<file path="config.mk">
export PLATFORM = sky130hd
export DESIGN_NAME = pcseq_top
export DESIGN_NICKNAME = d
export VERILOG_FILES = /design/src/logic/pcseq_pkg.sv /design/src/logic/pcseq_top.sv
export SDC_FILE = /design/constraint.sdc
export NUM_CORES = 1
export LEC_CHECK = 0
export ABC_AREA = 1
export BUFFER_PORTS_ARGS = -buffer_cell sky130_fd_sc_hd__buf_2
export CAP_MARGIN = 20
export CORE_ASPECT_RATIO = 0.5
export CORE_MARGIN = 5
export CORE_UTILIZATION = 40
export CTS_BUF_LIST = sky130_fd_sc_hd__clkbuf_16
export CTS_CLUSTER_SIZE = 25
export DETAILED_ROUTE_END_ITERATION = 6
export HOLD_SLACK_MARGIN = 0.02
export SYNTH_ARGS = -nofsm -noshare
export SYNTH_HDL_FRONTEND = slang
export SYNTH_SLANG_ARGS = --single-unit
</file>
<file path="constraint.sdc">
create_clock -name CLOCK -period 2.3 [get_ports CLOCK]
set_input_delay 0.345 -clock CLOCK [delete_from_list [all_inputs] [get_ports CLOCK]]
set_output_delay 0.345 -clock CLOCK [all_outputs]
set_load 0.005 [all_outputs]
</file>
<file path="src/logic/pcseq_pkg.sv">
// Package of constants and types for the program counter sequencer.
package pcseq_pkg;

  // ****************************************************************
  // Widths and sizes.
  // ****************************************************************
  localparam int PC_W = 14;              // Counter width.
  localparam int INSTR_W = 16;           // Program word width.
  localparam int ADDR_FIELD_W = 13;      // Address field of jump and call.
  localparam int STACK_DEPTH = 16;       // Return stack levels.
  localparam int STACK_PTR_W = 4;        // Stack index width.
  localparam int BANK_SEL_POS = 5;       // Bank select bit within the bank pointer.

  // ****************************************************************
  // Timing and reset values.
  // ****************************************************************
  localparam int PHASE_COUNT = 4;        // System clocks per instruction cycle.
  localparam int STARTUP_PERIODS = 1024; // Start-up delay in system clock periods.
  localparam logic [13:0] PC_RESET = 14'h0000;   // Counter after reset.
  localparam logic [1:0] PHASE_RESET = 2'h0;     // Phase after reset.
  localparam logic [1:0] PHASE_LAST = 2'h3;      // Phase where the counter steps.
  localparam logic [10:0] STARTUP_RESET = 11'h000; // Start-up count after reset.

  // ****************************************************************
  // Interrupt vectors, bank 0 only.
  // ****************************************************************
  localparam logic [13:0] VEC_EXT0 = 14'h0004;   // External source 0.
  localparam logic [13:0] VEC_EXT1 = 14'h0008;   // External source 1.
  localparam logic [13:0] VEC_TMR0 = 14'h000c;   // Timer 0.
  localparam logic [13:0] VEC_TMR1 = 14'h0010;   // Timer 1.
  localparam logic [13:0] VEC_UART = 14'h0014;   // Serial port.
  localparam logic [13:0] VEC_MULTI = 14'h0018;  // Multi-function source.

  // Interrupt source selector as decoded by the core.
  typedef enum logic [2:0] {
    PCSEQ_IRQ_EXT0 = 3'h0,
    PCSEQ_IRQ_EXT1 = 3'h1,
    PCSEQ_IRQ_TMR0 = 3'h2,
    PCSEQ_IRQ_TMR1 = 3'h3,
    PCSEQ_IRQ_UART = 3'h4,
    PCSEQ_IRQ_MULTI = 3'h5
  } pcseq_irq_t;

  // Sequencer states, one-hot.
  typedef enum logic [2:0] {
    PCSEQ_ST_START = 3'b001,   // Start-up delay running.
    PCSEQ_ST_FILL = 3'b010,    // First fetch, nothing to execute yet.
    PCSEQ_ST_RUN = 3'b100      // Steady fetch and execute.
  } pcseq_state_t;

endpackage : pcseq_pkg

</file>
<file path="src/logic/pcseq_top.sv">
// Program counter sequencer: phases, pipeline, counter, stack and start-up delay.

// Behaviour
// - Four system clocks per instruction cycle.
// - Fetch next while executing previous instruction.
// - Counter changes cost an idle cycle.
// - Counter is fourteen bits wide.
// - Counter increments after each fetch.
// - Reset clears counter, starts at zero.
// - Interrupts load fixed vectors.
// - True skip discards fetched instruction.
// - Low byte write jumps within page.
// - Low byte reads current counter bits.
// - Jump takes field plus bank bit.
// - Bank bit selects lower or upper bank.
// - Returns restore all bits from stack.
// - Start-up delay of 1024 clock periods.
// - Sixteen-level stack pushed by calls, interrupts.
module pcseq_top #(
  parameter int STARTUP_CYCLES = pcseq_pkg::STARTUP_PERIODS
) (
  input wire logic CLOCK,
  input wire logic SRST,
  input wire logic WAKE_UP,
  input wire logic [pcseq_pkg::INSTR_W-1:0] FETCH_DATA,
  input wire logic EXEC_JUMP,
  input wire logic EXEC_CALL,
  input wire logic EXEC_RETURN,
  input wire logic EXEC_SKIP,
  input wire logic EXEC_LOW_WRITE,
  input wire logic [7:0] LOW_WRITE_DATA,
  input wire logic [pcseq_pkg::ADDR_FIELD_W-1:0] JUMP_ADDR,
  input wire logic [7:0] BANK_POINTER,
  input wire logic IRQ_ACCEPT,
  input wire pcseq_pkg::pcseq_irq_t IRQ_SOURCE,
  output logic [pcseq_pkg::PC_W-1:0] PROG_ADDR,
  output logic UPPER_PROGRAM_BANK,
  output logic [1:0] PHASE,
  output logic CYCLE_END,
  output logic [pcseq_pkg::INSTR_W-1:0] EXEC_WORD,
  output logic EXEC_VALID,
  output logic RUNNING,
  output logic [7:0] COUNTER_LOW_BYTE,
  output logic STACK_FULL
);
  import pcseq_pkg::*;

  // ****************************************************************
  // Declarations.
  // ****************************************************************
  pcseq_state_t state_reg;                // Sequencer state.
  logic [1:0] phase_reg;                  // Phase within the instruction cycle.
  logic [10:0] startup_reg;               // Start-up delay count.
  logic [PC_W-1:0] pc_reg;                // Program counter.
  logic [PC_W-1:0] pc_next;               // Next counter value.
  logic [INSTR_W-1:0] exec_reg;           // Instruction held for execution.
  logic exec_valid_reg;                   // Held instruction is real, not idle.
  logic [PC_W-1:0] stack_mem [STACK_DEPTH]; // Return address stack.
  logic [STACK_PTR_W-1:0] sp_reg;         // Next free stack level.
  logic [STACK_PTR_W:0] depth_reg;        // Occupied levels, saturating.
  logic wake_meta_reg;                    // Wake-up synchroniser first stage.
  logic wake_sync_reg;                    // Wake-up synchroniser second stage.
  logic cycle_end;                        // Last phase of an instruction cycle.
  logic exec_now;                         // An instruction completes this cycle.
  logic flush;                            // Discard the prefetched word.
  logic [PC_W-1:0] vector;                // Vector of the accepted interrupt.
  logic [PC_W-1:0] ret_addr;              // Address on top of the stack.
  logic push;                             // Call or interrupt push.
  logic pop;                              // Return pop.

  // ****************************************************************
  // Wake-up input synchroniser.
  // ****************************************************************

  // The wake-up request comes from outside the clock domain.
  always_ff @(posedge CLOCK) begin
    if (SRST) begin
      wake_meta_reg <= 1'b0;
      wake_sync_reg <= 1'b0;
    end else begin
      wake_meta_reg <= WAKE_UP;
      wake_sync_reg <= wake_meta_reg;
    end
  end

  // ****************************************************************
  // Phases and start-up.
  // ****************************************************************

  // Four phases make one instruction cycle; the phase is frozen while starting up.
  always_ff @(posedge CLOCK) begin
    if (SRST || state_reg == PCSEQ_ST_START) begin
      phase_reg <= PHASE_RESET;
    end else begin
      phase_reg <= phase_reg + 2'h1;
    end
  end

  assign cycle_end = (phase_reg == PHASE_LAST) && (state_reg != PCSEQ_ST_START);

  // Start-up count; a wake-up restarts it so execution is held off again.
  always_ff @(posedge CLOCK) begin
    if (SRST || wake_sync_reg) begin
      startup_reg <= STARTUP_RESET;
    end else if (state_reg == PCSEQ_ST_START) begin
      startup_reg <= startup_reg + 11'h001;
    end
  end

  // State machine: start-up, pipeline fill, then steady run.
  always_ff @(posedge CLOCK) begin
    if (SRST || wake_sync_reg) begin
      state_reg <= PCSEQ_ST_START;
    end else begin
      case (state_reg)
        PCSEQ_ST_START: begin
          if (startup_reg == 11'(STARTUP_CYCLES - 1)) begin
            state_reg <= PCSEQ_ST_FILL;
          end
        end
        PCSEQ_ST_FILL: begin
          if (cycle_end) begin
            state_reg <= PCSEQ_ST_RUN;
          end
        end
        PCSEQ_ST_RUN: begin
          state_reg <= PCSEQ_ST_RUN;
        end
        default: begin
          state_reg <= PCSEQ_ST_START;
        end
      endcase
    end
  end

  // ****************************************************************
  // Counter update.
  // ****************************************************************

  // Only a real instruction at the end of its cycle, or an interrupt accepted there, may alter the flow.
  assign exec_now = cycle_end && exec_valid_reg;
  assign push = cycle_end && (IRQ_ACCEPT || (exec_now && EXEC_CALL));
  assign pop = exec_now && EXEC_RETURN && !IRQ_ACCEPT;
  assign ret_addr = stack_mem[sp_reg - 4'h1];

  // Vector decode; bit 13 is zero in every entry.
  always_comb begin
    case (IRQ_SOURCE)
      PCSEQ_IRQ_EXT0: vector = VEC_EXT0;
      PCSEQ_IRQ_EXT1: vector = VEC_EXT1;
      PCSEQ_IRQ_TMR0: vector = VEC_TMR0;
      PCSEQ_IRQ_TMR1: vector = VEC_TMR1;
      PCSEQ_IRQ_UART: vector = VEC_UART;
      PCSEQ_IRQ_MULTI: vector = VEC_MULTI;
      default: vector = VEC_EXT0;
    endcase
  end

  // Next counter value. The counter already points past the executing word,
  // so plain increment and skip both come down to one more increment here;
  // the skip effect comes from flushing the prefetched word.
  always_comb begin
    pc_next = pc_reg;
    if (cycle_end) begin
      if (IRQ_ACCEPT) begin
        pc_next = vector;
      end else if (exec_now && (EXEC_JUMP || EXEC_CALL)) begin
        pc_next = {BANK_POINTER[BANK_SEL_POS], JUMP_ADDR};
      end else if (exec_now && EXEC_RETURN) begin
        pc_next = ret_addr;
      end else if (exec_now && EXEC_LOW_WRITE) begin
        pc_next = {pc_reg[PC_W-1:8], LOW_WRITE_DATA};
      end else if (exec_now && EXEC_SKIP) begin
        // Stay within the current bank when the step wraps.
        pc_next = {pc_reg[PC_W-1], 13'(pc_reg[PC_W-2:0] + 13'h0001)};
      end else begin
        pc_next = {pc_reg[PC_W-1], 13'(pc_reg[PC_W-2:0] + 13'h0001)};
      end
    end
  end

  // Counter register.
  always_ff @(posedge CLOCK) begin
    if (SRST) begin
      pc_reg <= PC_RESET;
    end else if (state_reg == PCSEQ_ST_START) begin
      pc_reg <= pc_reg;
    end else begin
      pc_reg <= pc_next;
    end
  end

  // ****************************************************************
  // Pipeline.
  // ****************************************************************

  // Any flow change replaces the prefetched word with an idle cycle.
  assign flush = IRQ_ACCEPT || (exec_now &&
      (EXEC_JUMP || EXEC_CALL || EXEC_RETURN || EXEC_LOW_WRITE || EXEC_SKIP));

  // The word fetched during this cycle becomes next cycle's instruction.
  always_ff @(posedge CLOCK) begin
    if (SRST) begin
      exec_reg <= '0;
      exec_valid_reg <= 1'b0;
    end else if (state_reg == PCSEQ_ST_START) begin
      exec_valid_reg <= 1'b0;
    end else if (cycle_end) begin
      exec_reg <= FETCH_DATA;
      exec_valid_reg <= !flush;
    end
  end

  // ****************************************************************
  // Return stack.
  // ****************************************************************

  // A call pushes the address of the word after the current one, an interrupt that of the first word not executed; when full the
  // oldest entry is overwritten since the pointer simply wraps.
  always_ff @(posedge CLOCK) begin
    if (push) begin
      stack_mem[sp_reg] <= IRQ_ACCEPT ? (exec_valid_reg ? pc_reg - 14'h0001 : pc_reg)
                                      : pc_reg;
    end
  end

  // Stack pointer and occupancy.
  always_ff @(posedge CLOCK) begin
    if (SRST) begin
      sp_reg <= '0;
      depth_reg <= '0;
    end else if (push) begin
      sp_reg <= sp_reg + 4'h1;
      if (depth_reg != 5'(STACK_DEPTH)) begin
        depth_reg <= depth_reg + 5'h01;
      end
    end else if (pop) begin
      sp_reg <= sp_reg - 4'h1;
      if (depth_reg != 5'h00) begin
        depth_reg <= depth_reg - 5'h01;
      end
    end
  end

  // ****************************************************************
  // Outputs.
  // ****************************************************************
  assign PROG_ADDR = pc_reg;
  assign UPPER_PROGRAM_BANK = pc_reg[PC_W-1];
  assign PHASE = phase_reg;
  assign CYCLE_END = cycle_end;
  assign EXEC_WORD = exec_reg;
  assign EXEC_VALID = exec_valid_reg;
  assign RUNNING = (state_reg != PCSEQ_ST_START);
  assign COUNTER_LOW_BYTE = pc_reg[7:0];
  assign STACK_FULL = (depth_reg == 5'(STACK_DEPTH));

endmodule // pcseq_top

</file>
### Word-level counts from Yosys, hierarchy flattened

Memory sizes are Yosys's and may differ from the RTL's.
Cells that the tools add are included.

| operators by class | value |
|---|---|
| $add $sub $neg | 8 |
| equal/unequal tests | 17 |
| muxes and demuxes | 18 |
| bitwise gates (word level) | 1 |
| reduce and logical (&&, ||, !) cells | 29 |

Operators with widths:

| operator | count |
|---|---|
| $mux 14 | 5 |
| $pmux 5 s5 | 1 |
| $mux 5 | 4 |
| $sub 14x1->14 const B | 1 |
| $add 13x1->13 const B | 1 |
| $mux 13 | 1 |
| $add 11x1->11 const B | 1 |
| $eq 11x10->1 const B | 1 |
| $eq 3x2->1 const B | 3 |
| $eq 3x3->1 const B | 3 |
| $logic_and 1x1->1 | 9 |
| $pmux 3 s3 | 1 |
| $reduce_and 3->1 | 3 |
| $logic_or 1x1->1 | 8 |
| $mux 4 | 2 |
| $eq 3x1->1 const B | 2 |
| $mux 3 | 2 |
| $add 5x1->5 const B | 1 |
| $eq 5x5->1 const B | 1 |
| $ne 5x5->1 const B | 1 |
| $reduce_bool 5->1 | 1 |
| $sub 5x1->5 const B | 1 |
| $add 4x1->4 const B | 1 |
| $ne 2x1->1 const B | 2 |
| 13 further kinds | 17 |

| word-level totals | value |
|---|---|
| register bits after elaboration | 58 |
| bits in writable memories | 224 |
| bits of input ports | 57 |
| output and inout port bits | 45 |
| logic and storage cells | 86 |
| memories | 1 |

Memory list:

| name | words | bits a word | rd ports | clocked after Yosys merged registers in | write ports | RTL line | RTL |
|---|---|---|---|---|---|---|---|
| stack_mem | 16 | 14 | 1 | 0 | 1 | pcseq_top.sv:58 | `logic [PC_W-1:0] stack_mem [STACK_DEPTH];` |

### Logic depth before layout (Yosys ltp)

| depth | value |
|---|---|
| word-level depth | 8 |
| depth in mapped cells | 16 |
| depth with buffers taken out | 13 |

### Least setup slack after synthesis

No wires, ideal clock.

| path | value |
|---|---|
| kind | register to register |
| start | register sp_reg[0] |
| end | register pc_reg[0] (netlist: PROG_ADDR[0]) |
| setup time | 0.132 ns |
| arrival | 2.224 ns |
| data required time | 2.168 ns |
| path slack | -0.056 ns |
| cell stages (with the launch flop) | 16 |
| buffers on the path | 5 |
| clock period less this slack | 2.356 ns |
| cell sequence | dfxtp_1 -> buf_4 -> inv_2 -> buf_2 -> buf_2 -> ha_1 -> inv_1 -> buf_2 -> buf_1 -> nand3_1 -> nand3_1 -> nand3_1 -> nand3_1 -> nand3_1 -> nand2_1 -> a21oi_1 |

| between the ends | value |
|---|---|
| word-level cells in the longest chain between the ends | 5 |

RTL lines:

| what | RTL line | RTL |
|---|---|---|
| from (decl) | pcseq_top.sv:59 | `logic [STACK_PTR_W-1:0] sp_reg;` |
| from (signal assigned) | pcseq_top.sv:233 | `sp_reg <= sp_reg + 4'h1;` |
| from (signal assigned) | pcseq_top.sv:238 | `sp_reg <= sp_reg - 4'h1;` |
| $sub 4x1->4 | pcseq_top.sv:144 | `assign ret_addr = stack_mem[sp_reg - 4'h1];` |
| $mem_v2 16x14 | -- |  |
| $mux 14 | pcseq_top.sv:169 | `end else if (exec_now && EXEC_RETURN) begin` |
| $mux 14 | pcseq_top.sv:167 | `end else if (exec_now && (EXEC_JUMP \|\| EXEC_CALL)) begin` |
| $mux 14 | pcseq_top.sv:165 | `if (IRQ_ACCEPT) begin` |
| to (signal assigned) | pcseq_top.sv:187 | `pc_reg <= pc_reg;` |
| to (signal assigned) | pcseq_top.sv:189 | `pc_reg <= pc_next;` |
| to (decl) | pcseq_top.sv:54 | `logic [PC_W-1:0] pc_reg;` |

No other way between the ends. The select of a mux whose other input is x is not followed.
A chain may end at the register's enable or synchronous reset.

### Worst setup path after layout

| path | value |
|---|---|
| start | register phase_reg[0] (netlist: PHASE[0]) |
| end | memory stack_mem[13][9], enable pin |

| between the ends | value |
|---|---|
| word-level cells in the longest chain between the ends | 8 |

RTL lines:

| what | RTL line | RTL |
|---|---|---|
| from (decl) | pcseq_top.sv:52 | `logic [1:0] phase_reg;` |
| from (signal assigned) | pcseq_top.sv:95 | `phase_reg <= phase_reg + 2'h1;` |
| $eq 2x2->1 * | pcseq_top.sv:99 | `assign cycle_end = (phase_reg == PHASE_LAST) && (state_reg != PCSEQ_ST_START);` |
| $logic_and 1x1->1 * | pcseq_top.sv:99 |  |
| $logic_and 1x1->1 | pcseq_top.sv:141 | `assign exec_now = cycle_end && exec_valid_reg;` |
| $logic_and 1x1->1 | pcseq_top.sv:142 | `assign push = cycle_end && (IRQ_ACCEPT \|\| (exec_now && EXEC_CALL));` |
| $logic_or 1x1->1 | pcseq_top.sv:142 |  |
| $logic_and 1x1->1 * | pcseq_top.sv:142 |  |
| $mux 1 * | pcseq_top.sv:221 | `if (push) begin` |
| $mux 1 * | pcseq_top.sv:222 | `stack_mem[sp_reg] <= IRQ_ACCEPT ? (exec_valid_reg ? pc_reg - 14'h0001 : pc_reg)` |
| to (decl) | pcseq_top.sv:58 |  |

Every way passes the cells marked *; elsewhere a longest branch is shown, timed or not.

==> metrics.cfg <==
[logic_synthesis]
synthesis.area_sq_um=12500
synth_ff_type=edfxtp_1
synth_top_family_by_area=simple AND/OR/NAND/NOR gates
synthXorXnorAreaFrac_pct=2.09
synth-seq-cells=282
yosys-top-cells-area=edfxtp_1, nand2_1, dfxtp_1
synth_cell_types=40
syn-num-nets=1337
ys.warnings.count=0
synth-edff-count=224
ys_async_sr_fraction_pct=0
yosysTopAreaCellShare_pct=53.6
synthMuxAreaShare_pct=0
synth_largest_area_cell=edfxtp_1
synth_fa_ha_area_share_pct=1.46
avgSynthCellArea_sq_um=9.91
syn_inst=1266
synth-compound-area-share_pct=4.25
ys_seq_area_share_pct=62.9
synthSimpleGateAreaFrac_pct=24.5

[cts]
clk_pin_slew_ps=60
numClockSinks=282
cts_buffers=27
clk_latency_ps=570
cts_tree=yes
cts_buffer_depth=3
h-tree-depth=1
cts-root-buf=clkbuf_16

[global_route]
antenna_found_initial=0
grt_max_degree=118
grt_pass1_vias=9000
gr-total-overflow=0
track_usage_pct=18.9
grt_first_pass_wirelength_mm=52.0

[worst_hold_path]
hold_start=FETCH_DATA[5]
min_path_type=in2reg
hold_depth=3

[power]
combPwrFrac_pct=1.3
clockPowerShare_pct=43.9
ir_drop_uv=625
p_leak_uw=0.00589
power.internal_uw=7930
swShare_pct=20.0
power_switching_uw=1990
pwr-share-seq_pct=54.8
power_density_nw_per_um2=665
power_uw=9920

[placement]
gp_congestion=0.858
place_inst=1794
dp_hpwl_mm=22.7
port_buffers=94
pre_cts_ws_ps=7.38

[sta]
slew_headroom_pct=53.9
rsz0062_at_grt=no
finalClockSkew_ps=25.1
tightest_slew_ps=692
fin_crit_ps=2170
period_share_pct=94.2
setup_ws_ps=134
finalHoldViolCount=0
finalSetupViolCount=0
finalSetupTns_ps=0
max_freq_ghz=0.462
finalMaxSlewViolations=0

[detailed_routing]
wl_per_cell_microns=18.6
drtAntennaViolNets=0
wl_met3_mm=3.40
met1_length_mm=15.5
drt_iter0_markers=942
routed_wl_mm=34.5
highest_layer=met4
via_per_inst=5.23
dr_total_vias=9673
drc=0
met2_length_mm=15.0
dr.pass1.iters=5

[worst_setup_path]
cpPeakStageDelay_ps=380
r2r-start=PHASE[0]
critPathCapture=stack_mem[13][9]
critPathLaunchType=register
r2r-end=stack_mem[13][9]
cp_max_fo=10
worstPathCellList=ha_2, nand2_2, inv_2, nand2_2, inv_1, nand2_1, nor2_1, buf_4
rr_worst_depth=8
crit_path_frequent_cell=nand2_2
critPathSlowestCell=nor2_1
criticalPathCategory=reg2reg
reg2reg_slack_ps=130
cp.required_ps=2570
cp-startpoint=PHASE[0]
worst-endpoint-arrival_ps=2440
endpoint_kind=register

[final_layout]
area.sequential_sq_um=7890
layout_common_cells=nand2_1, edfxtp_1, nand3_1
fillers=2819
instances_no_fill=1850
largest_reg_flops=224
final_common_cell=nand2_1
drive_gt1_share_pct=17.8
diodes=0
syn_to_final_growth_pct=18.9
finish.utilization_pct=48.7
largest_register=stack_mem
multiInputGateArea_sq_um=4100
nNetsFinal=1477

[job]
max-cap-violations=0

[floorplan]
die_w_microns=260
die-height_microns=135
die-area_sq_um=35200
io-pin-count=102
rows=45
coreArea_sq_um=30600
initial_utilization_pct=41.0

[outcome]
status=completed

## repair_timing
item,in CTS,in global routing
hold buffers,3,0
hold endpoints to repair,2,0
setup endpoints to repair,1,15
gates cloned,1,1
buffers inserted,0,0
resized for setup,0,11
pin swaps,1,0
## routing by layer
| layer | up-vias | GRT usage (%) |
|---|---|---|
| met5 | - | 0 |
| met3 | 44 | 4.64 |
| met4 | 0 | 3.40 |
| li1 | 4615 | - |
| met2 | 397 | 29.6 |
| met1 | 4617 | 27.2 |
## cell usage after synthesis, types with 3 or more instances
master      n
ha_1       13
edfxtp_1  224
buf_4      19
xor2_1     23
or2_2       3
nor2_1    128
nor3_1     11
inv_1      58
nand4_1     6
dfxtp_1    58
a21oi_1    35
nand2_2     3
nor4_1      3
clkbuf_1   29
o211ai_1    8
o21ai_0    49
nand2_1   320
nand3_2     4
inv_2       4
buf_1       6
nand3_1   220
buf_2      19
## cell families after synthesis
kind of cell / after synthesis
AND/OR/NAND/NOR: 709
flip-flops: 282
buffers and inverters: 135
AO/OA/AOI/OAI: 99
XOR/XNOR: 27
adder cells (fa/ha/maj): 14
## final cells by class
cell class	count	share of cell area, %
tap	423	3.55
timing repair buffer	183	8.65
clock inverter	22	1.11
multi-input combinational	850	27.5
sequential	282	52.9
clock buffer	28	4.70
inverter	62	1.58
## critical path: cells and delay by family (launching register included)
family | cells | cell delay (ps)
AND/OR/NAND/NOR | 4 | 770
buffers and inverters | 3 | 510
flip-flops | 1 | 360
adder cells (fa/ha/maj) | 1 | 240
## metrics by stage
stage / area, sq um / hold WS (ps)
5_1_grt: 14900 / 42.6
3_3_place_gp: 13900 / 390
6_report: 14900 / 54.9
3_5_place_dp: 13900 / 403
4_1_cts: 14800 / 27.0
2_1_floorplan: 12500 / 388
## how the worst min path moves through the flow
stage	end	slack, ps
after floorplan	wake_sync_reg	390
after global placement	wake_sync_reg	390
after detailed placement	wake_sync_reg	400
after CTS	EXEC_WORD[5]	30
after global routing	EXEC_WORD[13]	40
final	EXEC_WORD[5]	50
## power groups by stage
stage	registers [uW]	logic (uW)	clock network, uW
floorplan	5550	55.8	0
global placement	5550	123	0
detailed placement	5550	127	0
CTS	5440	132	4420
global route	5430	146	4650
finish	5440	132	4350
Note: power is estimated with default switching activity, not from simulation.
